--- src/rtl/bsi_pkg.sv ---
// Package for the board status and interrupt logic.
// Assumes one 100 MHz system clock; processor bus strobes arrive on that clock.
package bsi_pkg;

   // ****************************************
   // Clock and time bases
   // ****************************************
   localparam int CLK_SYS_HZ = 100_000_000;
   localparam int PERIODIC_BASE_HZ = 100_000;
   localparam int WATCHDOG_BASE_HZ = 100_000;
   localparam int BUS_BASE_HZ = 2_000_000;
   localparam int PERIODIC_DIV = CLK_SYS_HZ / PERIODIC_BASE_HZ;
   localparam int WATCHDOG_DIV = CLK_SYS_HZ / WATCHDOG_BASE_HZ;
   localparam int BUS_DIV = CLK_SYS_HZ / BUS_BASE_HZ;
   localparam int DIV_W = 10;
   localparam int CNT_W = 16;

   // ****************************************
   // Status register write addresses
   // ****************************************
   localparam logic [31:0] ADDR_CLR_PERIODIC = 32'h0004_2010;
   localparam logic [31:0] ADDR_CLR_TIMEOUT = 32'h0004_4000;
   localparam logic [31:0] ADDR_CLR_PARITY = 32'h0004_4004;
   localparam logic [31:0] ADDR_SET_RESET_REQ = 32'h0004_4008;
   localparam logic [31:0] ADDR_CLR_ALIGN = 32'h0004_400C;
   localparam logic [31:0] ADDR_SET_DIAG = 32'h0004_4010;
   localparam logic [31:0] ADDR_CLR_DIAG = 32'h0004_4014;
   localparam logic [31:0] ADDR_SET_MOTOR = 32'h0004_4018;
   localparam logic [31:0] ADDR_CLR_MOTOR = 32'h0004_401C;
   localparam logic [31:0] ADDR_SET_INH_TIMERS = 32'h0004_4020;
   localparam logic [31:0] ADDR_CLR_INH_TIMERS = 32'h0004_4024;
   localparam logic [31:0] ADDR_SET_INH_FAULTS = 32'h0004_4028;
   localparam logic [31:0] ADDR_CLR_INH_FAULTS = 32'h0004_402C;
   localparam logic [31:0] ADDR_SET_SWIRQ9 = 32'h0004_4030;
   localparam logic [31:0] ADDR_CLR_SWIRQ9 = 32'h0004_4034;
   localparam logic [31:0] ADDR_SET_SWIRQ8 = 32'h0004_4038;
   localparam logic [31:0] ADDR_CLR_SWIRQ8 = 32'h0004_403C;

   // ****************************************
   // Status register bit positions
   // ****************************************
   localparam int B_BOARD_FAIL = 0;
   localparam int B_DMA = 1;
   localparam int B_FLOPPY = 2;
   localparam int B_UART = 3;
   localparam int B_SWIRQ9 = 4;
   localparam int B_SWIRQ8 = 5;
   localparam int B_PERIODIC = 6;
   localparam int B_INH_FAULTS = 7;
   localparam int B_INH_TIMERS = 8;
   localparam int B_MOTOR = 10;
   localparam int B_DIAG = 11;
   localparam int B_ALIGN = 12;
   localparam int B_RESET_REQ = 13;
   localparam int B_PARITY = 14;
   localparam int B_TIMEOUT = 15;
   localparam logic [15:0] CSR_POWERUP = 16'h0880;

   // ****************************************
   // Interrupt levels and acknowledge
   // ****************************************
   localparam logic [3:0] LVL_NONE = 4'h0;
   localparam logic [3:0] LVL_BASE = 4'h8;
   localparam logic [3:0] LVL_CARD_HI = 4'hE;
   localparam logic [3:0] LVL_CARD_MID = 4'hC;
   localparam logic [3:0] LVL_CARD_LO = 4'hA;
   typedef enum logic [1:0] {ACK_IDLE, ACK_BYPASS, ACK_CARD, ACK_ONBOARD} bsi_ack_e;

endpackage

--- src/rtl/bsi_board_status.sv ---
// Board control/status register, timeout timers and interrupt level encoder.
// Assumes processor bus strobes are synchronous to clk_sys; pins from peripherals are not.
`timescale 1ns/1ps

// Overview of operation
// - Periodic timer counts 100 kHz ticks, reloads, sets bit 6, raises level 15.
// - Bit 6 and its level 15 request stay until the 0x42010 write.
// - Watchdog expiry lights diagnostic indicator, raises level 15, sets bit 15.
// - Bus timer counts 2 MHz ticks, held reloaded while arbiter acknowledge inactive.
// - Bus timer expiry sends fault, lights indicator, raises level 15, sets bit 15.
// - Bit 15 cleared by 0x44000 write; software tells sources apart elsewhere.
// - Sixteen-bit status readable whole, captured at read start and held.
// - System reset changes only bits 13, 11 and 7.
// - Each write touches one bit chosen by address; data ignored.
// - Bits 3 to 0 mirror live peripheral lines and cannot be written.
// - Parity sets bit 14, alignment sets bit 12; writes clear them.
// - Write sets bit 13 reset request; system reset clears it.
// - Bit 11 drives indicator; set and clear writes; system reset sets it.
// - Bits 7, 8 and 10 have set and clear addresses; reset sets bit 7.
// - Bit 5 is level 8 software request with set and clear addresses.
// - Bit 4 is level 9 software request with set and clear addresses.
// - Eight sources priority-encoded to a 3-bit code, levels 15 down to 8.
// - Card acknowledge first requests bypass, proceeds only after bypass acknowledge.
// - Acknowledge address bit 2 low with bit 3 or 4 high means off-board.
// - Other acknowledges return level as vector and assert wait select.
// - Level 11 shared by disks; bit 2 high means floppy source.
// - Level 15 merges system errors and periodic timer.
// - Level 13 is serial plus transfer done; levels 9, 8 software bits.
module bsi_board_status #(
   parameter logic [bsi_pkg::CNT_W-1:0] PERIODIC_RELOAD = 16'h03E8,
   parameter logic [bsi_pkg::CNT_W-1:0] BUS_RELOAD = 16'h0014
) (
   // Clock and reset
   input wire logic clk_sys,
   input wire logic resetn,
   // Processor bus, synchronous
   input wire logic [31:0] cpu_addr,
   input wire logic cpu_wr_strobe,
   input wire logic cpu_rd_start,
   input wire logic cpu_iack_start,
   input wire logic cpu_iack_active,
   output logic [31:0] cpu_rd_data,
   output logic [7:0] vector_data,
   output logic vector_oe,
   output logic onboard_wait_select_n,
   // Timer controls
   input wire logic [bsi_pkg::CNT_W-1:0] watchdog_reload_value,
   input wire logic watchdog_reload,
   // Peripheral lines, asynchronous
   input wire logic sys_reset,
   input wire logic uart_irq,
   input wire logic floppy_irq,
   input wire logic hard_disk_irq,
   input wire logic dma_irq,
   input wire logic board_fail,
   input wire logic parity_error,
   input wire logic alignment_fault,
   input wire logic [2:0] card_irq_lines_n,
   input wire logic arb_ack,
   input wire logic bypass_ack,
   // Arbiter and system outputs
   output logic bus_timeout_fault,
   output logic bypass_request,
   output logic [2:0] card_iack,
   output logic [2:0] irq_code,
   output logic irq_pending,
   output logic diag_indicator,
   output logic floppy_motor,
   output logic reset_request
);
   import bsi_pkg::*;

   // ****************************************
   // Pin synchronisers
   // ****************************************
   localparam int NSYNC = 13;
   logic [NSYNC-1:0] pin_raw, sync1_r, sync2_r;
   assign pin_raw = {bypass_ack, arb_ack, ~card_irq_lines_n, alignment_fault, parity_error,
                     board_fail, dma_irq, hard_disk_irq, floppy_irq, uart_irq, sys_reset};
   always_ff @(posedge clk_sys) begin
      if (!resetn) begin
         sync1_r <= '0;
         sync2_r <= '0;
      end else begin
         sync1_r <= pin_raw;
         sync2_r <= sync1_r;
      end
   end
   logic sysrst_s, uart_s, floppy_s, hdisk_s, dma_s, fail_s, parity_s, align_s, arb_s, byp_s;
   logic [2:0] card_s;
   assign {byp_s, arb_s, card_s, align_s, parity_s, fail_s, dma_s, hdisk_s, floppy_s, uart_s,
           sysrst_s} = sync2_r;

   // ****************************************
   // Time bases and timers
   // ****************************************
   logic tick_slow, tick_fast, periodic_zero, watchdog_zero, bus_zero;
   logic [CNT_W-1:0] bus_count;
   // Dividers are down counters too; their expiry pulse is the time-base enable
   bsi_down_counter #(.WIDTH(DIV_W)) u_div_slow (.clk_sys(clk_sys), .resetn(resetn), .tick(1'b1), .hold(1'b0),
      .reload(1'b0), .reload_value(DIV_W'(PERIODIC_DIV)), .count(), .expired(tick_slow));
   bsi_down_counter #(.WIDTH(DIV_W)) u_div_fast (.clk_sys(clk_sys), .resetn(resetn), .tick(1'b1), .hold(1'b0),
      .reload(1'b0), .reload_value(DIV_W'(BUS_DIV)), .count(), .expired(tick_fast));
   // Both 100 kHz bases share one divider since their rates match
   bsi_down_counter #(.WIDTH(CNT_W)) u_periodic (.clk_sys(clk_sys), .resetn(resetn),
      .tick(tick_slow), .hold(1'b0), .reload(1'b0), .reload_value(PERIODIC_RELOAD),
      .count(), .expired(periodic_zero));
   bsi_down_counter #(.WIDTH(CNT_W)) u_watchdog (.clk_sys(clk_sys), .resetn(resetn),
      .tick(tick_slow), .hold(1'b0), .reload(watchdog_reload),
      .reload_value(watchdog_reload_value), .count(), .expired(watchdog_zero));
   bsi_down_counter #(.WIDTH(CNT_W)) u_bus (.clk_sys(clk_sys), .resetn(resetn),
      .tick(tick_fast), .hold(!arb_s), .reload(1'b0), .reload_value(BUS_RELOAD),
      .count(bus_count), .expired(bus_zero));

   // ****************************************
   // Control and status register
   // ****************************************
   logic [15:0] csr_r, csr_nxt;
   logic [31:0] rd_data_r, rd_data_nxt;
   logic fault_r, fault_nxt, parity_d_r, align_d_r;
   always_comb begin
      csr_nxt = csr_r;
      // Clears first so that hardware sets in the same cycle win
      if (cpu_wr_strobe) begin
         if (cpu_addr == ADDR_CLR_PERIODIC) csr_nxt[B_PERIODIC] = 1'b0;
         else if (cpu_addr == ADDR_CLR_TIMEOUT) csr_nxt[B_TIMEOUT] = 1'b0;
         else if (cpu_addr == ADDR_CLR_PARITY) csr_nxt[B_PARITY] = 1'b0;
         else if (cpu_addr == ADDR_SET_RESET_REQ) csr_nxt[B_RESET_REQ] = 1'b1;
         else if (cpu_addr == ADDR_CLR_ALIGN) csr_nxt[B_ALIGN] = 1'b0;
         else if (cpu_addr == ADDR_SET_DIAG) csr_nxt[B_DIAG] = 1'b1;
         else if (cpu_addr == ADDR_CLR_DIAG) csr_nxt[B_DIAG] = 1'b0;
         else if (cpu_addr == ADDR_SET_MOTOR) csr_nxt[B_MOTOR] = 1'b1;
         else if (cpu_addr == ADDR_CLR_MOTOR) csr_nxt[B_MOTOR] = 1'b0;
         else if (cpu_addr == ADDR_SET_INH_TIMERS) csr_nxt[B_INH_TIMERS] = 1'b1;
         else if (cpu_addr == ADDR_CLR_INH_TIMERS) csr_nxt[B_INH_TIMERS] = 1'b0;
         else if (cpu_addr == ADDR_SET_INH_FAULTS) csr_nxt[B_INH_FAULTS] = 1'b1;
         else if (cpu_addr == ADDR_CLR_INH_FAULTS) csr_nxt[B_INH_FAULTS] = 1'b0;
         else if (cpu_addr == ADDR_SET_SWIRQ9) csr_nxt[B_SWIRQ9] = 1'b1;
         else if (cpu_addr == ADDR_CLR_SWIRQ9) csr_nxt[B_SWIRQ9] = 1'b0;
         else if (cpu_addr == ADDR_SET_SWIRQ8) csr_nxt[B_SWIRQ8] = 1'b1;
         else if (cpu_addr == ADDR_CLR_SWIRQ8) csr_nxt[B_SWIRQ8] = 1'b0;
      end
      // Only these three bits follow the system reset line
      if (sysrst_s) begin
         csr_nxt[B_RESET_REQ] = 1'b0;
         csr_nxt[B_DIAG] = 1'b1;
         csr_nxt[B_INH_FAULTS] = 1'b1;
      end
      if (periodic_zero) csr_nxt[B_PERIODIC] = 1'b1;
      if (watchdog_zero || bus_zero) begin
         csr_nxt[B_TIMEOUT] = 1'b1;
         csr_nxt[B_DIAG] = 1'b1;
      end
      // Edge capture so a clear while the cause persists is not undone at once
      if (parity_s && !parity_d_r) csr_nxt[B_PARITY] = 1'b1;
      if (align_s && !align_d_r) csr_nxt[B_ALIGN] = 1'b1;
      csr_nxt[3:0] = {uart_s, floppy_s, dma_s, fail_s};
      csr_nxt[9] = 1'b0;
      fault_nxt = bus_zero;
      rd_data_nxt = rd_data_r;
      if (cpu_rd_start) rd_data_nxt = {16'h0000, csr_r};
   end
   // Power-up value only; the documented system reset never clears the whole register
   always_ff @(posedge clk_sys) begin
      if (!resetn) begin
         csr_r <= CSR_POWERUP;
         rd_data_r <= '0;
         fault_r <= 1'b0;
         parity_d_r <= 1'b0;
         align_d_r <= 1'b0;
      end else begin
         csr_r <= csr_nxt;
         rd_data_r <= rd_data_nxt;
         fault_r <= fault_nxt;
         parity_d_r <= parity_s;
         align_d_r <= align_s;
      end
   end

   // ****************************************
   // Interrupt level encoder
   // ****************************************
   logic [7:0] src;
   logic [3:0] lvl_nxt, lvl_r;
   logic pend_r;
   always_comb begin
      src[7] = (!csr_r[B_INH_FAULTS] && (csr_r[B_PARITY] || csr_r[B_ALIGN] || fail_s))
               || csr_r[B_TIMEOUT] || csr_r[B_PERIODIC];
      src[6] = card_s[2];
      src[5] = uart_s || dma_s;
      src[4] = card_s[1];
      src[3] = floppy_s || hdisk_s;
      src[2] = card_s[0];
      src[1] = csr_r[B_SWIRQ9];
      src[0] = csr_r[B_SWIRQ8];
      lvl_nxt = LVL_NONE;
      for (int i = 0; i < 8; i++) begin
         if (src[i]) lvl_nxt = LVL_BASE + 4'(i);
      end
   end
   always_ff @(posedge clk_sys) begin
      if (!resetn) begin
         lvl_r <= LVL_NONE;
         pend_r <= 1'b0;
      end else begin
         lvl_r <= lvl_nxt;
         pend_r <= |src;
      end
   end

   // ****************************************
   // Interrupt acknowledge sequencer
   // ****************************************
   bsi_ack_e ack_r, ack_nxt;
   logic [3:0] ack_lvl_r, ack_lvl_nxt;
   logic offboard, byp_req_r, byp_req_nxt, wsel_n_r, wsel_n_nxt, voe_r, voe_nxt;
   logic [2:0] card_ack_r, card_ack_nxt;
   assign offboard = !cpu_addr[2] && (cpu_addr[3] || cpu_addr[4]);
   always_comb begin
      ack_nxt = ack_r;
      ack_lvl_nxt = ack_lvl_r;
      byp_req_nxt = byp_req_r;
      wsel_n_nxt = wsel_n_r;
      voe_nxt = voe_r;
      card_ack_nxt = card_ack_r;
      case (ack_r)
         ACK_IDLE: begin
            if (cpu_iack_start) begin
               ack_lvl_nxt = cpu_addr[5:2];
               if (offboard) begin
                  ack_nxt = ACK_BYPASS;
                  byp_req_nxt = 1'b1;
               end else begin
                  ack_nxt = ACK_ONBOARD;
                  wsel_n_nxt = 1'b0;
                  voe_nxt = 1'b1;
               end
            end
         end
         ACK_BYPASS: begin
            if (!cpu_iack_active) begin
               ack_nxt = ACK_IDLE;
               byp_req_nxt = 1'b0;
            end else if (byp_s) begin
               ack_nxt = ACK_CARD;
               card_ack_nxt = {ack_lvl_r == LVL_CARD_HI, ack_lvl_r == LVL_CARD_MID,
                               ack_lvl_r == LVL_CARD_LO};
            end
         end
         ACK_CARD, ACK_ONBOARD: begin
            if (!cpu_iack_active) begin
               ack_nxt = ACK_IDLE;
               byp_req_nxt = 1'b0;
               wsel_n_nxt = 1'b1;
               voe_nxt = 1'b0;
               card_ack_nxt = '0;
            end
         end
         default: ack_nxt = ACK_IDLE;
      endcase
   end
   always_ff @(posedge clk_sys) begin
      if (!resetn) begin
         ack_r <= ACK_IDLE;
         ack_lvl_r <= '0;
         byp_req_r <= 1'b0;
         wsel_n_r <= 1'b1;
         voe_r <= 1'b0;
         card_ack_r <= '0;
      end else begin
         ack_r <= ack_nxt;
         ack_lvl_r <= ack_lvl_nxt;
         byp_req_r <= byp_req_nxt;
         wsel_n_r <= wsel_n_nxt;
         voe_r <= voe_nxt;
         card_ack_r <= card_ack_nxt;
      end
   end

   // ****************************************
   // Outputs
   // ****************************************
   assign cpu_rd_data = rd_data_r;
   assign vector_data = {4'h0, ack_lvl_r};
   assign vector_oe = voe_r;
   assign onboard_wait_select_n = wsel_n_r;
   assign bus_timeout_fault = fault_r;
   assign bypass_request = byp_req_r;
   assign card_iack = card_ack_r;
   assign irq_code = lvl_r[2:0];
   assign irq_pending = pend_r;
   assign diag_indicator = csr_r[B_DIAG];
   assign floppy_motor = csr_r[B_MOTOR];
   assign reset_request = csr_r[B_RESET_REQ];
endmodule // bsi_board_status

--- src/rtl/bsi_down_counter.sv ---
// Reloading down counter stepped by a time-base enable pulse.
// Assumes tick is a one-cycle pulse on clk_sys.
`timescale 1ns/1ps
module bsi_down_counter #(
   parameter int WIDTH = 16
) (
   // Clock and reset
   input wire logic clk_sys,
   input wire logic resetn,
   // Control
   input wire logic tick,
   input wire logic hold,
   input wire logic reload,
   input wire logic [WIDTH-1:0] reload_value,
   // Status
   output logic [WIDTH-1:0] count,
   output logic expired
);
   logic [WIDTH-1:0] count_r, count_nxt;
   logic expired_r, expired_nxt;

   // Hold or reload wins over counting; a tick at one or zero reloads and flags expiry
   always_comb begin
      count_nxt = count_r;
      expired_nxt = 1'b0;
      if (hold || reload) begin
         count_nxt = reload_value;
      end else if (tick) begin
         if (count_r <= WIDTH'(1)) begin
            count_nxt = reload_value;
            expired_nxt = 1'b1;
         end else begin
            count_nxt = count_r - WIDTH'(1);
         end
      end
   end

   always_ff @(posedge clk_sys) begin
      if (!resetn) begin
         count_r <= '0;
         expired_r <= 1'b0;
      end else begin
         count_r <= count_nxt;
         expired_r <= expired_nxt;
      end
   end

   assign count = count_r;
   assign expired = expired_r;
endmodule // bsi_down_counter

--- config.mk ---
export PLATFORM = sky130hd
export DESIGN_NAME = bsi_board_status
export DESIGN_NICKNAME = d
export VERILOG_FILES = /design/src/rtl/bsi_pkg.sv /design/src/rtl/bsi_board_status.sv /design/src/rtl/bsi_down_counter.sv
export SDC_FILE = /design/constraint.sdc
export NUM_CORES = 1
export LEC_CHECK = 0
export ABC_AREA = 1
export BUFFER_PORTS_ARGS = -buffer_cell sky130_fd_sc_hd__buf_2
export CAP_MARGIN = 20
export CORE_ASPECT_RATIO = 0.6
export CORE_UTILIZATION = 51
export CTS_CLUSTER_SIZE = 8
export DETAILED_ROUTE_END_ITERATION = 10
export PLACE_DENSITY = 0.73
export SLEW_MARGIN = 5
export SYNTH_ARGS = -nofsm -noshare
export SYNTH_HDL_FRONTEND = slang
export SYNTH_SLANG_ARGS = --single-unit
export TNS_END_PERCENT = 50
--- constraint.sdc ---
create_clock -name clk_sys -period 3.8 [get_ports clk_sys]
set_input_delay 0.38 -clock clk_sys [delete_from_list [all_inputs] [get_ports clk_sys]]
set_output_delay 0.38 -clock clk_sys [all_outputs]
set_load 0.005 [all_outputs]
==> results summary, run 1 <==
The tightest min-delay check is of the in -> reg type. The fraction of met2 tracks used by global routing came out at between 30 and 40%. Of all cell types, the one taking the most synthesized area is sky130_fd_sc_hd__dfxtp_1. Adding up every negative setup slack in the final design gives 0 ps.

The final-report hold violation count came out at 0. The top achievable clock speed came out at between 500 and 600 MHz. In this run the most used layer during global routing was met1. The maximum clock insertion buffer count is 2. The run finished with clean final reports. The pin slew with the least headroom to its limit came out at 590.7 ps.

The starting density of the core is 52.60%. The cell area after synthesis is 7211 µm². The floorplan has 33 rows. The TritonCTS clock tree is done. The clock latency on the worst-skew pair is around 420 ps.

The pin count of the biggest net entering global routing came out at ~40. The count of antenna diodes in the layout came out at 0. The horizontal extent of the die came out at approximately 160 µm.

The count of instances resized after the clock tree is built came out at 0. Across the VDD grid, the largest voltage drop is 0.3916 mV. The CTS sink count came out at approximately 150.

Headroom to the max-slew limit came out at roughly 61%. Max-cap violations in this run came to 0. The switching power total is between 0.0015 and 0.002 W.

In the final layout, the share of cells above drive strength 1 is between 15 and 20%. The worst setup path is captured at a flip-flop. In this run the cell area measured after placement is 7775 µm². The number of hold-repair buffers added at the cts stage is 0. The power per unit of standard cell area came out at between 600 and 700 nW/µm².

Per report_power, the sequential group accounts for between 30% and 40% of the total. The global routing usage on met1 came out at roughly a third. The ratio of final minimum period to clock period is around 48%. The final setup violation count came out at 0.

The CTS H-tree depth came out at 4. The dominant register cell in the synthesized netlist is sky130_fd_sc_hd__dfxtp_1. The final critical-path required period came out at 1827 ps.

The synthesized design contains 0 enable-type register cells. The internal power contribution came out at 0.003328 W. The overall via count from detail_route is between 6,000 and 7,000.

The global-route track usage on met3 is 3.598%. In this run the vertical extent of the chip is 94.11 µm. The antenna violation net count after detailed routing is 0. The post-synthesis area per instance came out at slightly below 7 µm². The endpoint required time on the critical path came out at between 4000 and 5000 ps.

The number of antenna violations at the first check in global routing is 0. The number of instances in the synthesized netlist came out at 1,037. The first-pass GRT wire length came out at between 20 and 30 mm. The proportion of netlist area held by the largest area contributor came out at about 41%. The register clock-pin slew on the reported worst setup and hold paths came out at approximately 60 ps. The share of flip-flops with an asynchronous set or reset after synthesis came out at 0%. The total count of max-transition violations in the final report is 0. The setup clock skew after layout is 7.188 ps.

The type of origin of the critical path is a flip-flop. The number of vias per cell after detailed routing is roughly 4.8. The worst setup path is of the reg -> reg kind. Data arrives at the worst endpoint at between 2000 and 2500 ps.

The biggest fanout along the worst timing path came out at 13. By area the synthesized netlist is led by sky130_fd_sc_hd__dfxtp_1, sky130_fd_sc_hd__nand2_1, sky130_fd_sc_hd__nor2_1. The detailed-placement wirelength estimate is between 10 and 15 mm. The overall track demand over capacity in global routing is 22.84%. Of the total power, the share spent switching nets is 34.67%. During synthesis, Yosys emitted a total of 0 warnings. The static leakage is between 4 and 5 nW.

For this block, the initial DRC count from the detailed router was ~450. The total global routing overflow is 0. The share of total power dissipated in the clock network is between 30% and 40%. After floorplanning, the core was sized to cover roughly 14,000 µm². After clock tree synthesis, the setup repair step added 0 buffers. The detailed-routing iteration count for the pre-antenna-repair pass is 5. The average routed wire per standard cell is between 10 and 15 µm. The routed design has between 15 and 20 mm of wire. The area growth from synthesis to final layout is 16.09%. The number of input and output port buffers inserted is 100. At the end of the flow, the number of nets in the layout was 1,213. The number of global-route vias before repair came out at 5,567. The final instance area is roughly 8400 µm². The routability-driven placement congestion ratio is between 0.8 and 0.9. The overall die area came out at 14,630 µm². The number of CTS-inserted buffers came out at 17.

The number of flip-flops and latches in the synthesized netlist came out at 148. The share of the Yosys chip area taken by registers is about 40%. The final routed DRC violation total is 0.

After synthesis, the netlist uses 43 different library cells. The cell chosen for the clock root is sky130_fd_sc_hd__clkbuf_16. Setup repair after global routing left no endpoint under its margin. Combinational cells account for between 20% and 30% of the total power.

The I/O pin total is 122.
[kinds of logic after synthesis]
logic type / synth area share [%]
buf+inv: 12.86
compound gates: 11.24
flops: 41.09
fa+ha+maj: 1.735
other cells: 0.05201
simple gates: 29.01
xor+xnor: 4.008
[synth_stat cells (10+ instances only)]
cell type,instances
sky130_fd_sc_hd__inv_2,16
sky130_fd_sc_hd__nor3_1,20
sky130_fd_sc_hd__nand2_1,188
sky130_fd_sc_hd__xnor2_1,11
sky130_fd_sc_hd__buf_4,24
sky130_fd_sc_hd__xor2_1,22
sky130_fd_sc_hd__nand4_1,15
sky130_fd_sc_hd__inv_1,157
sky130_fd_sc_hd__o21ai_1,13
sky130_fd_sc_hd__nand3_1,58
sky130_fd_sc_hd__a31oi_1,10
sky130_fd_sc_hd__dfxtp_1,148
sky130_fd_sc_hd__nor2_1,161
sky130_fd_sc_hd__o21ai_0,49
sky130_fd_sc_hd__clkbuf_1,16
sky130_fd_sc_hd__ha_1,10
sky130_fd_sc_hd__a21oi_1,62
[path summary, 6_finish.rpt]
kind	start	endpoint	slack, ps	cells after the start
worst max register to register	u_bus.count[10]$_SDFFE_PN0P_	u_bus.count[13]$_SDFFE_PN0P_	1970	6
worst min register to register	parity_d_r$_SDFF_PN0_	csr_r[14]$_SDFFE_PN0P_	410	1
worst max-delay path	u_bus.count[10]$_SDFFE_PN0P_	u_bus.count[13]$_SDFFE_PN0P_	1970	6
worst min-delay path	card_irq_lines_n[1]	sync1_r[9]$_SDFF_PN0_	120	2
[routing by layer]
layer	routed length, µm	vias up
met2	6120	186
met5	0	-
met1	8573	2780
met4	163	0
met3	1095	18
li1	-	3415
[cell usage in the layout, fill, tap and decap left out, types with 4 or more instances in the layout]
cell type / n
sky130_fd_sc_hd__nand2_1: 188
sky130_fd_sc_hd__nor2_1: 161
sky130_fd_sc_hd__inv_1: 157
sky130_fd_sc_hd__dfxtp_1: 148
sky130_fd_sc_hd__buf_2: 100
sky130_fd_sc_hd__a21oi_1: 62
sky130_fd_sc_hd__nand3_1: 58
sky130_fd_sc_hd__o21ai_0: 49
sky130_fd_sc_hd__xor2_1: 22
sky130_fd_sc_hd__conb_1: 21
sky130_fd_sc_hd__nor3_1: 20
sky130_fd_sc_hd__clkbuf_16: 17
sky130_fd_sc_hd__inv_2: 16
sky130_fd_sc_hd__nand4_1: 15
sky130_fd_sc_hd__o21ai_1: 13
sky130_fd_sc_hd__xnor2_1: 11
sky130_fd_sc_hd__a31oi_1: 10
sky130_fd_sc_hd__ha_1: 10
sky130_fd_sc_hd__nor2_2: 8
sky130_fd_sc_hd__nor2_4: 4
sky130_fd_sc_hd__nor4_1: 4
sky130_fd_sc_hd__clkbuf_8: 4
sky130_fd_sc_hd__clkinvlp_4: 4
sky130_fd_sc_hd__inv_6: 4
[final cells by class]
class / instances / area, µm²
clock buffer: 21 / 480.5
clock inverter: 11 / 115.1
fill: 1261 / 5338
inverter: 176 / 660.6
multi-input combinational: 690 / 3396
sequential: 148 / 2963
tap: 192 / 240.2
timing repair buffer: 102 / 515.5
[per-stage QoR]
| step | setup slack (ps) | utilization (%) | std cells | hold slack, ps | total power [W] |
|---|---|---|---|---|---|
| floorplan | 2278 | - | 1057 | 390.5 | 0.003117 |
| global placement | 1941 | 56.72 | 1308 | 393.7 | 0.003410 |
| detailed placement | 1899 | 56.72 | 1308 | 396.0 | 0.003424 |
| CTS | 1935 | 61.06 | 1340 | 117.8 | 0.005104 |
| global route | 1756 | 61.06 | 1340 | 113.2 | 0.005433 |
| finish | 1973 | 61.06 | 1340 | 124.9 | 0.005095 |
[sequential cells by signal, indices dropped and copies added (netlist names), 4 cells and up]
name              flops
u_bus.count          16
u_periodic.count     16
cpu_rd_data          15
u_div_slow.count     10
sync1_r              13
u_div_fast.count     10
sync2_r              13
ack_lvl_r             4
csr_r                15
u_watchdog.count     16
[power by group through the flow]
stage	clock (W)	combinational (W)	sequential (W)
floorplan	0	0.00114	0.00197
global placement	0	0.00139	0.00202
detailed placement	0	0.00141	0.00202
CTS	0.00169	0.00142	0.00199
global route	0.00176	0.00165	0.00202
finish	0.00167	0.00143	0.00199
[critical path, stage by stage (launching register included)]
cell	delay (ps)
sky130_fd_sc_hd__dfxtp_1	330
sky130_fd_sc_hd__nor2_1	240
sky130_fd_sc_hd__nand3_1	120
sky130_fd_sc_hd__nor3_1	240
sky130_fd_sc_hd__o21ai_1	150
sky130_fd_sc_hd__o21bai_2	480
sky130_fd_sc_hd__nor3_1	120
No activity file was read; power rests on OpenSTA's default activity.
==> inputs of run 2 (changes only) <==
ABC_AREA = 0   (was 1)
PLACE_DENSITY = 0.75   (was 0.73)
clock period = 1.73 ns   (was 3.8 ns; I/O delays follow)
==> run 2 against run 1 <==
Compared with the run above: largest power group unchanged; combinational power grew to 2.6 times the previous value; global-route usage rose by 6.4 points; synthesized cell count is 31% lower; worst setup slack got worse by 2400 ps; the flow now finishes with violations (setup timing); sequential power up 110%; critical path type unchanged; core utilization up 10 points; non-clock buffer count grew 103; wire length rose by 16%; sequential share of layout area fell by 0.89 points; final area increased by 2.9%; worst hold slack worse by 100 ps; sequential cell count stayed put.
==> results summary, run 2 <==
The run finished, with violations left. The checks that failed: setup timing. For the worst setup path, the data required time is ~2100 ps.

By area the synthesized netlist is led by sky130_fd_sc_hd__dfxtp_1, sky130_fd_sc_hd__nor2_1, sky130_fd_sc_hd__mux2i_1. The violation count after the first detailed-routing iteration came out at 327. The worst path setup slack after routing is -439.7 ps. Clock-pin slew was measured on the worst setup and hold paths at ~70 ps. At the placement stage, the worst setup path has a slack of -426.6 ps.

The worst setup path is captured at a flip-flop. The CTS H-tree depth came out at 4. Setup repair after global routing could not meet its margin everywhere. The total count of max-transition violations in the final report came to 0. The number of flip-flops and latches in the synthesized netlist is about 150. The average routed wire per standard cell came out at approximately 17 µm. The first-pass GRT wire length came out at between 20 and 30 mm. The ratio of final minimum period to clock period came out at 125.4%. The total wirelength of the detailed-routed design is between 15 and 20 mm. The height of the die is between 80 and 90 µm. The fraction of the yosys area taken by sequential cells came out at between 40% and 50%. Dividing the synthesized area by the synthesized cell count gives between 8 and 9 µm². After global routing the overflow that remains totals 0. The Yosys step of the flow raised 0 warnings. After layout, the minimum clock period comes to ~2200 ps. Of all cell types, the one taking the most synthesized area is sky130_fd_sc_hd__dfxtp_1. Of the total power, the share spent switching nets is about a third. The first detailed-routing pass took 5 iterations.

In the layout the commonest cells are sky130_fd_sc_hd__dfxtp_1, sky130_fd_sc_hd__buf_2, sky130_fd_sc_hd__nor2_1, sky130_fd_sc_hd__buf_4, sky130_fd_sc_hd__nand2_1. The worst setup path category is reg -> reg. The number of CTS-inserted buffers came out at 17. The min-delay analysis places its worst path in the category in -> reg. The final routed DRC violation total is 0.

The tree is rooted in a sky130_fd_sc_hd__clkbuf_16. Cell internal power was estimated by the tool at 0.007787 W. The top achievable clock speed came out at ~460 MHz. Setup violations remaining at the end of the flow were counted as between 60 and 70.

The switching power total came out at about 0.0039 W. The placeable core region is 12,060 µm². The net total in the final layout came out at 990. The wire-length estimate of the detail-placed layout is ~12 mm.

The proportion of netlist area held by the largest area contributor is 47.04%. The type of origin of the critical path is a flip-flop. The row count is 31.

The maximum clock insertion buffer count came out at 2. The static leakage is between 3 and 4 nW. The number of global-route vias before repair came to approximately 5,800. The data arrival time at the worst-slack endpoint is 2520 ps. The horizontal extent of the die came out at between 100 and 150 µm.

The setup clock skew after layout came out at about 12 ps. The proportion of layout cells with a drive suffix above 1 is 31.78%. The count of antenna diodes in the layout came out at 0.

The power per unit of standard cell area is approximately 1400 nW/µm². The count of buffers added on input and output ports is 100. sky130_fd_sc_hd__dfxtp_1 is the most common cell in the netlist. The relative slew slack came out at a little over half. The worst hold margin came out at 21.02 ps. The overall track demand over capacity in global routing came out at 29.21%. The overall via count from detail_route is a little under 6,000. The power after layout came out at 0.01165 W. By count the netlist is led by sky130_fd_sc_hd__dfxtp_1, sky130_fd_sc_hd__nor2_1, sky130_fd_sc_hd__nand2_1, sky130_fd_sc_hd__nor3_1, sky130_fd_sc_hd__and2_1. From synthesis to final layout, the design area changed by 36.79%. The number of flops mapped to enable cells by yosys is 0. The cell area after synthesis came out at about 6300 µm². The library cell used most frequently in the layout, excluding fill and tap cells, is sky130_fd_sc_hd__dfxtp_1. In the synthesized netlist the async set-or-reset flop fraction comes to 0%.

The final-report hold violation count is 0. Clock tree synthesis found a total of roughly 150 sinks. The starting density of the core is a little over half. The congestion estimate from routability-driven global placement came to between 0.9 and 1. The number of antenna violations at the first check in global routing is 0. Max-cap violations in this run came to 0. The post-route core utilization came out at 71.42%. For this run, the leading register cell type out of synthesis is sky130_fd_sc_hd__dfxtp_1. The I/O pin total is between 100 and 150. The part of the power in registers is 36.5%. The share of total power dissipated in the clock network is 31.3%. The number of vias per cell after detailed routing is 5.461. The number of instances in the synthesized netlist is 713. The die covers between 10,000 and 15,000 µm². The fraction of power consumed by combinational cells is between 30% and 40%. The TritonCTS clock tree is done. The pin slew with the least headroom to its limit came out at between 600 and 700 ps. The post-synthesis cell type count came out at 56. The worst vdd rail ir drop came out at 0.8072 mV. The biggest fanout along the worst timing path is 5.

The clock latency on the worst-skew pair came out at between 400 and 500 ps. The detail route stage leaves a number of antenna-violating nets equal to 0. The pin count of the biggest net entering global routing came out at 35.
==> run 2: cell types whose count changed after synthesis, moves of 34 or more <==
cell	previous run	this run
sky130_fd_sc_hd__and2_1	0	34
sky130_fd_sc_hd__inv_1	157	23
sky130_fd_sc_hd__nand2_1	188	45
sky130_fd_sc_hd__nand3_1	58	14
sky130_fd_sc_hd__nor2_1	161	108
==> run 2: what timing repair did <==
item / 4_1_cts / 5_1_grt
endpoints found under the setup margin: 61 / 72
hold buffers: 13 / 0
pin swaps: 25 / 11
gates cloned: 1 / 0
buffers inserted: 1 / 4
hold endpoints to repair: 13 / 0
resized for setup: 34 / 33
==> run 2: through the flow <==
| step | setup TNS, ps | std cells | cell area (µm²) |
|---|---|---|---|
| 3_5_place_dp | -12010 | 1039 | 7561 |
| 5_1_grt | -15090 | 1090 | 8616 |
| 3_3_place_gp | -10190 | 1039 | 7561 |
| 2_1_floorplan | -8835 | 733 | 6447 |
| 6_report | -10820 | 1090 | 8616 |
| 4_1_cts | -11260 | 1086 | 8442 |
==> run 2: layer usage <==
metal	vias to the layer above	routed length (µm)	GRT usage, %
met3	29	1183	6.719
met5	-	0	0
met1	2842	8199	36.98
met4	0	245	7.273
li1	2845	-	-
met2	237	8870	51.14
==> run 2: worst max-delay path, cell delays in order (launching register included) <==
cell                      delay, ps
sky130_fd_sc_hd__dfxtp_2        320
sky130_fd_sc_hd__or4_4          530
sky130_fd_sc_hd__or4_4          450
sky130_fd_sc_hd__buf_4          160
sky130_fd_sc_hd__o21a_4         210
sky130_fd_sc_hd__buf_6          130
sky130_fd_sc_hd__a31o_4         220
sky130_fd_sc_hd__a21oi_2         90
==> run 2: worst paths after layout <==
kind | slack (ps) | cells after the start | startpoint | to
worst min-delay path | 20 | 3 | watchdog_reload_value[14] | u_watchdog.count[14]$_SDFFE_PN0P_
worst min register to register | 430 | 1 | sync1_r[1]$_SDFF_PN0_ | sync2_r[1]$_SDFF_PN0_
worst max register to register | -440 | 7 | u_watchdog.count[6]$_SDFFE_PN0P_ | u_watchdog.count[15]$_SDFFE_PN0P_
worst max-delay path | -440 | 7 | u_watchdog.count[6]$_SDFFE_PN0P_ | u_watchdog.count[15]$_SDFFE_PN0P_
==> run 2: power groups by stage <==
stage | logic, W | registers, W | clock network, W
2_1_floorplan | 0.00217 | 0.00426 | 0
6_report | 0.00375 | 0.00425 | 0.00364
5_1_grt | 0.00413 | 0.00430 | 0.00384
3_3_place_gp | 0.00329 | 0.00426 | 0
4_1_cts | 0.00358 | 0.00422 | 0.00366
3_5_place_dp | 0.00341 | 0.00428 | 0
==> run 2: cell type report <==
class / instances / area [µm²]
clock buffers: 18 / 439.2
clock inverters: 14 / 141.4
multi-input cells: 515 / 3378
flip-flops and latches: 148 / 2973
repair buffers: 205 / 1384
inverters: 25 / 93.84
fillers: 874 / 3447
well taps: 165 / 206.4
==> run 2: cells by family (layout without fill, tap and decap cells) <==
group	after synthesis	after routing	synth area share, %
compound gates	105	105	10.97
xor+xnor	39	39	5.423
fa+ha+maj	10	10	1.986
buf+inv	71	262	5.542
flops	148	148	47.04
mux	27	27	4.291
other cells	1	21	0.05954
simple gates	312	313	24.69
==> inputs of run 3 (changes only) <==
GPL_ROUTABILITY_DRIVEN = 0   (was not set)
PLACE_DENSITY = 0.74   (was 0.75)
==> run 3 against run 2 <==
Compared with the run above: the run still ends with setup timing left; sequential power barely moved; die area did not move; maximum frequency rose by 2.3%; critical path type unchanged; largest power group unchanged.
==> results summary, run 3 (synthesis results as in run 2) <==
After detailed routing, the number of remaining DRC violations is 0. Clock-pin slew was measured on the worst setup and hold paths at roughly 60 ps. The tightest hold path in the finished design has a slack of between 20 and 25 ps. The number of global-route vias before repair came out at 5,626. The first routing iteration left 403 violations.

The final critical-path required period is between 2000 and 2500 ps. At the end of the flow, the number of nets in the layout was a little under 1,000. The number of vias per cell after detailed routing is approximately 5.5. In this run the static leakage power is between 3 and 4 nW. Setup repair after global routing could not meet its margin everywhere.

The maximum clock insertion buffer count came out at 2. In the global route stage, overall resource usage came out at 27.20%. The sequential cells in the finished layout cover a total of 2973 µm². The horizontal extent of the die is between 100 and 150 µm. The row count came out at 31. The data arrival time at the worst-slack endpoint is around 2500 ps.

For this run, the top clock speed supported by timing is roughly 470 MHz. The total count of max-transition violations in the final report is 0. The detailed-placement wirelength estimate came out at around 12 mm. The CTS H-tree depth is 4.

Setup violations remaining at the end of the flow were counted as between 50 and 60. For this design, the sink count on the clock tree is ~150. The path class of the tightest hold or removal check is in -> reg.

TritonCTS built the clock tree. The total wirelength of the detailed-routed design is about 18 mm. The placeable core region is 12,060 µm². approximately 120 I/O pins were placed. The final-report hold violation count is 0. The height of the die is around 88 µm. The ratio of final minimum period to clock period came out at 122.6%.

The layout has about 850 filler cells. The area occupied by multi-input gates came out at between 3000 and 4000 µm². Power spread over the standard cell area amounts to between 1000 and 1500 nW/µm².

The pin count of the biggest net entering global routing came out at 47. The clock latency on the worst-skew pair is about 420 ps. The detailed-routing iteration count for the pre-antenna-repair pass is 5.

Summing over every cut layer, the via total after detailed routing is 5,980. The checks that failed: setup timing. The worst path setup slack after routing came out at -390.8 ps. The antenna violation net count after detailed routing is 0.

The run finished, with violations left. The total global routing overflow came out at 0. The worst pin sits at a relative slew slack of between 60% and 70%. The number of antenna violations at the first check in global routing is 1. The worst setup path is of the reg -> reg kind. The worst vdd rail ir drop is approximately 1.0 mV. The first global-routing pass estimated approximately 27 mm of wire. The endpoint required time on the critical path came out at 2070 ps. The pin slew with the least headroom to its limit came out at about 590 ps.

Port buffering added 100 buffers. In the final routed layout, each cell accounts on average for ~16 µm. The die covers approximately 13,000 µm². The area growth from synthesis to final layout came out at 37.45%. STA classifies the critical path endpoint as a flip-flop.

The power after layout is ~0.012 W. Across the run, the number of max-cap violations was 0. The worst setup slack after placement came out at -425.9 ps.

For the final routed database, the setup TNS stands at -10,500 ps. The starting density of the core came out at between 50% and 60%. The library cells used most frequently in the layout, excluding fill and tap cells, are sky130_fd_sc_hd__dfxtp_1, sky130_fd_sc_hd__buf_2, sky130_fd_sc_hd__nor2_1, sky130_fd_sc_hd__buf_4, sky130_fd_sc_hd__nand2_1.

The proportion of layout cells with a drive suffix above 1 came out at between 30% and 40%. In this run, CTS created clock tree buffers numbering 17. The most common cell after layout, fill and taps aside is sky130_fd_sc_hd__dfxtp_1.

Along the worst path, the maximum fanout reaches 5. STA classifies the critical path startpoint as a flip-flop. Clock skew on the completed layout was measured at between 6 and 7 ps. Clock tree synthesis selected as its root buffer the cell sky130_fd_sc_hd__clkbuf_16.
[run 3: cell count changes in the layout (fill, tap and decap cells not counted), sizes merged]
cell / change
clkinv: -3
clkinvlp: +3
inv: -3
bufinv: +1
clkbuf: +1
diode: +1
[run 3: repair_timing]
item / 4_1_cts / 5_1_grt
gates resized for setup: 37 / 42
setup buffers: 3 / 3
gates cloned: 2 / 1
hold buffers: 13 / 0
hold endpoints to repair: 13 / 0
endpoints found under the setup margin: 68 / 69
pin swaps: 16 / 13
[run 3: critical path: stages, from the launching register on]
cell and delay, ps:
sky130_fd_sc_hd__dfxtp_2 320, sky130_fd_sc_hd__or4_4 550, sky130_fd_sc_hd__or4_4 480, sky130_fd_sc_hd__buf_6 150, sky130_fd_sc_hd__o21ai_4 160, sky130_fd_sc_hd__buf_4 130, sky130_fd_sc_hd__nand3_1 70, sky130_fd_sc_hd__a31oi_1 190
[run 3: per-stage QoR]
| stage | std cells | util (%) | instance area (µm²) |
|---|---|---|---|
| floorplan | 733 | - | 6447 |
| global placement | 1036 | 62.39 | 7526 |
| detailed placement | 1036 | 62.39 | 7526 |
| CTS | 1085 | 70.11 | 8457 |
| global route | 1089 | 71.75 | 8655 |
| finish | 1090 | 71.77 | 8657 |
[run 3: per-layer routing]
| layer | vias to the layer above | global-route usage (%) | part of all wire [%] |
|---|---|---|---|
| met5 | - | 0 | 0 |
| met4 | 0 | 9.378 | 1.8 |
| met1 | 2827 | 33.05 | 43 |
| met3 | 40 | 8.281 | 7.8 |
| li1 | 2858 | - | - |
| met2 | 255 | 46.59 | 47 |
[run 3: path summary, 6_finish.rpt]
path / from / end / slack (ps) / cells after the start
setup / recovery: u_watchdog.count[6]$_SDFFE_PN0P_ / u_watchdog.count[2]$_SDFFE_PN0P_ / -390 / 7
hold / removal: watchdog_reload_value[4] / u_watchdog.count[4]$_SDFFE_PN0P_ / 20 / 3
setup reg to reg: u_watchdog.count[6]$_SDFFE_PN0P_ / u_watchdog.count[2]$_SDFFE_PN0P_ / -390 / 7
hold reg to reg: sync1_r[10]$_SDFF_PN0_ / sync2_r[10]$_SDFF_PN0_ / 430 / 1
[run 3: report_power, final]
| group | switching, W | internal [W] |
|---|---|---|
| combinational | 0.00210 | 0.00203 |
| clock | 0.00150 | 0.00222 |
| sequential | 0.000404 | 0.00387 |
[run 3: area by class of cell]
cell class	count	area share [%]
well taps	165	2.385
repair buffers	205	15.84
inverters	25	1.084
diodes	1	0.02891
multi-input cells	515	39.43
clock inverters	12	1.662
clock buffers	19	5.232
flip-flops and latches	148	34.34
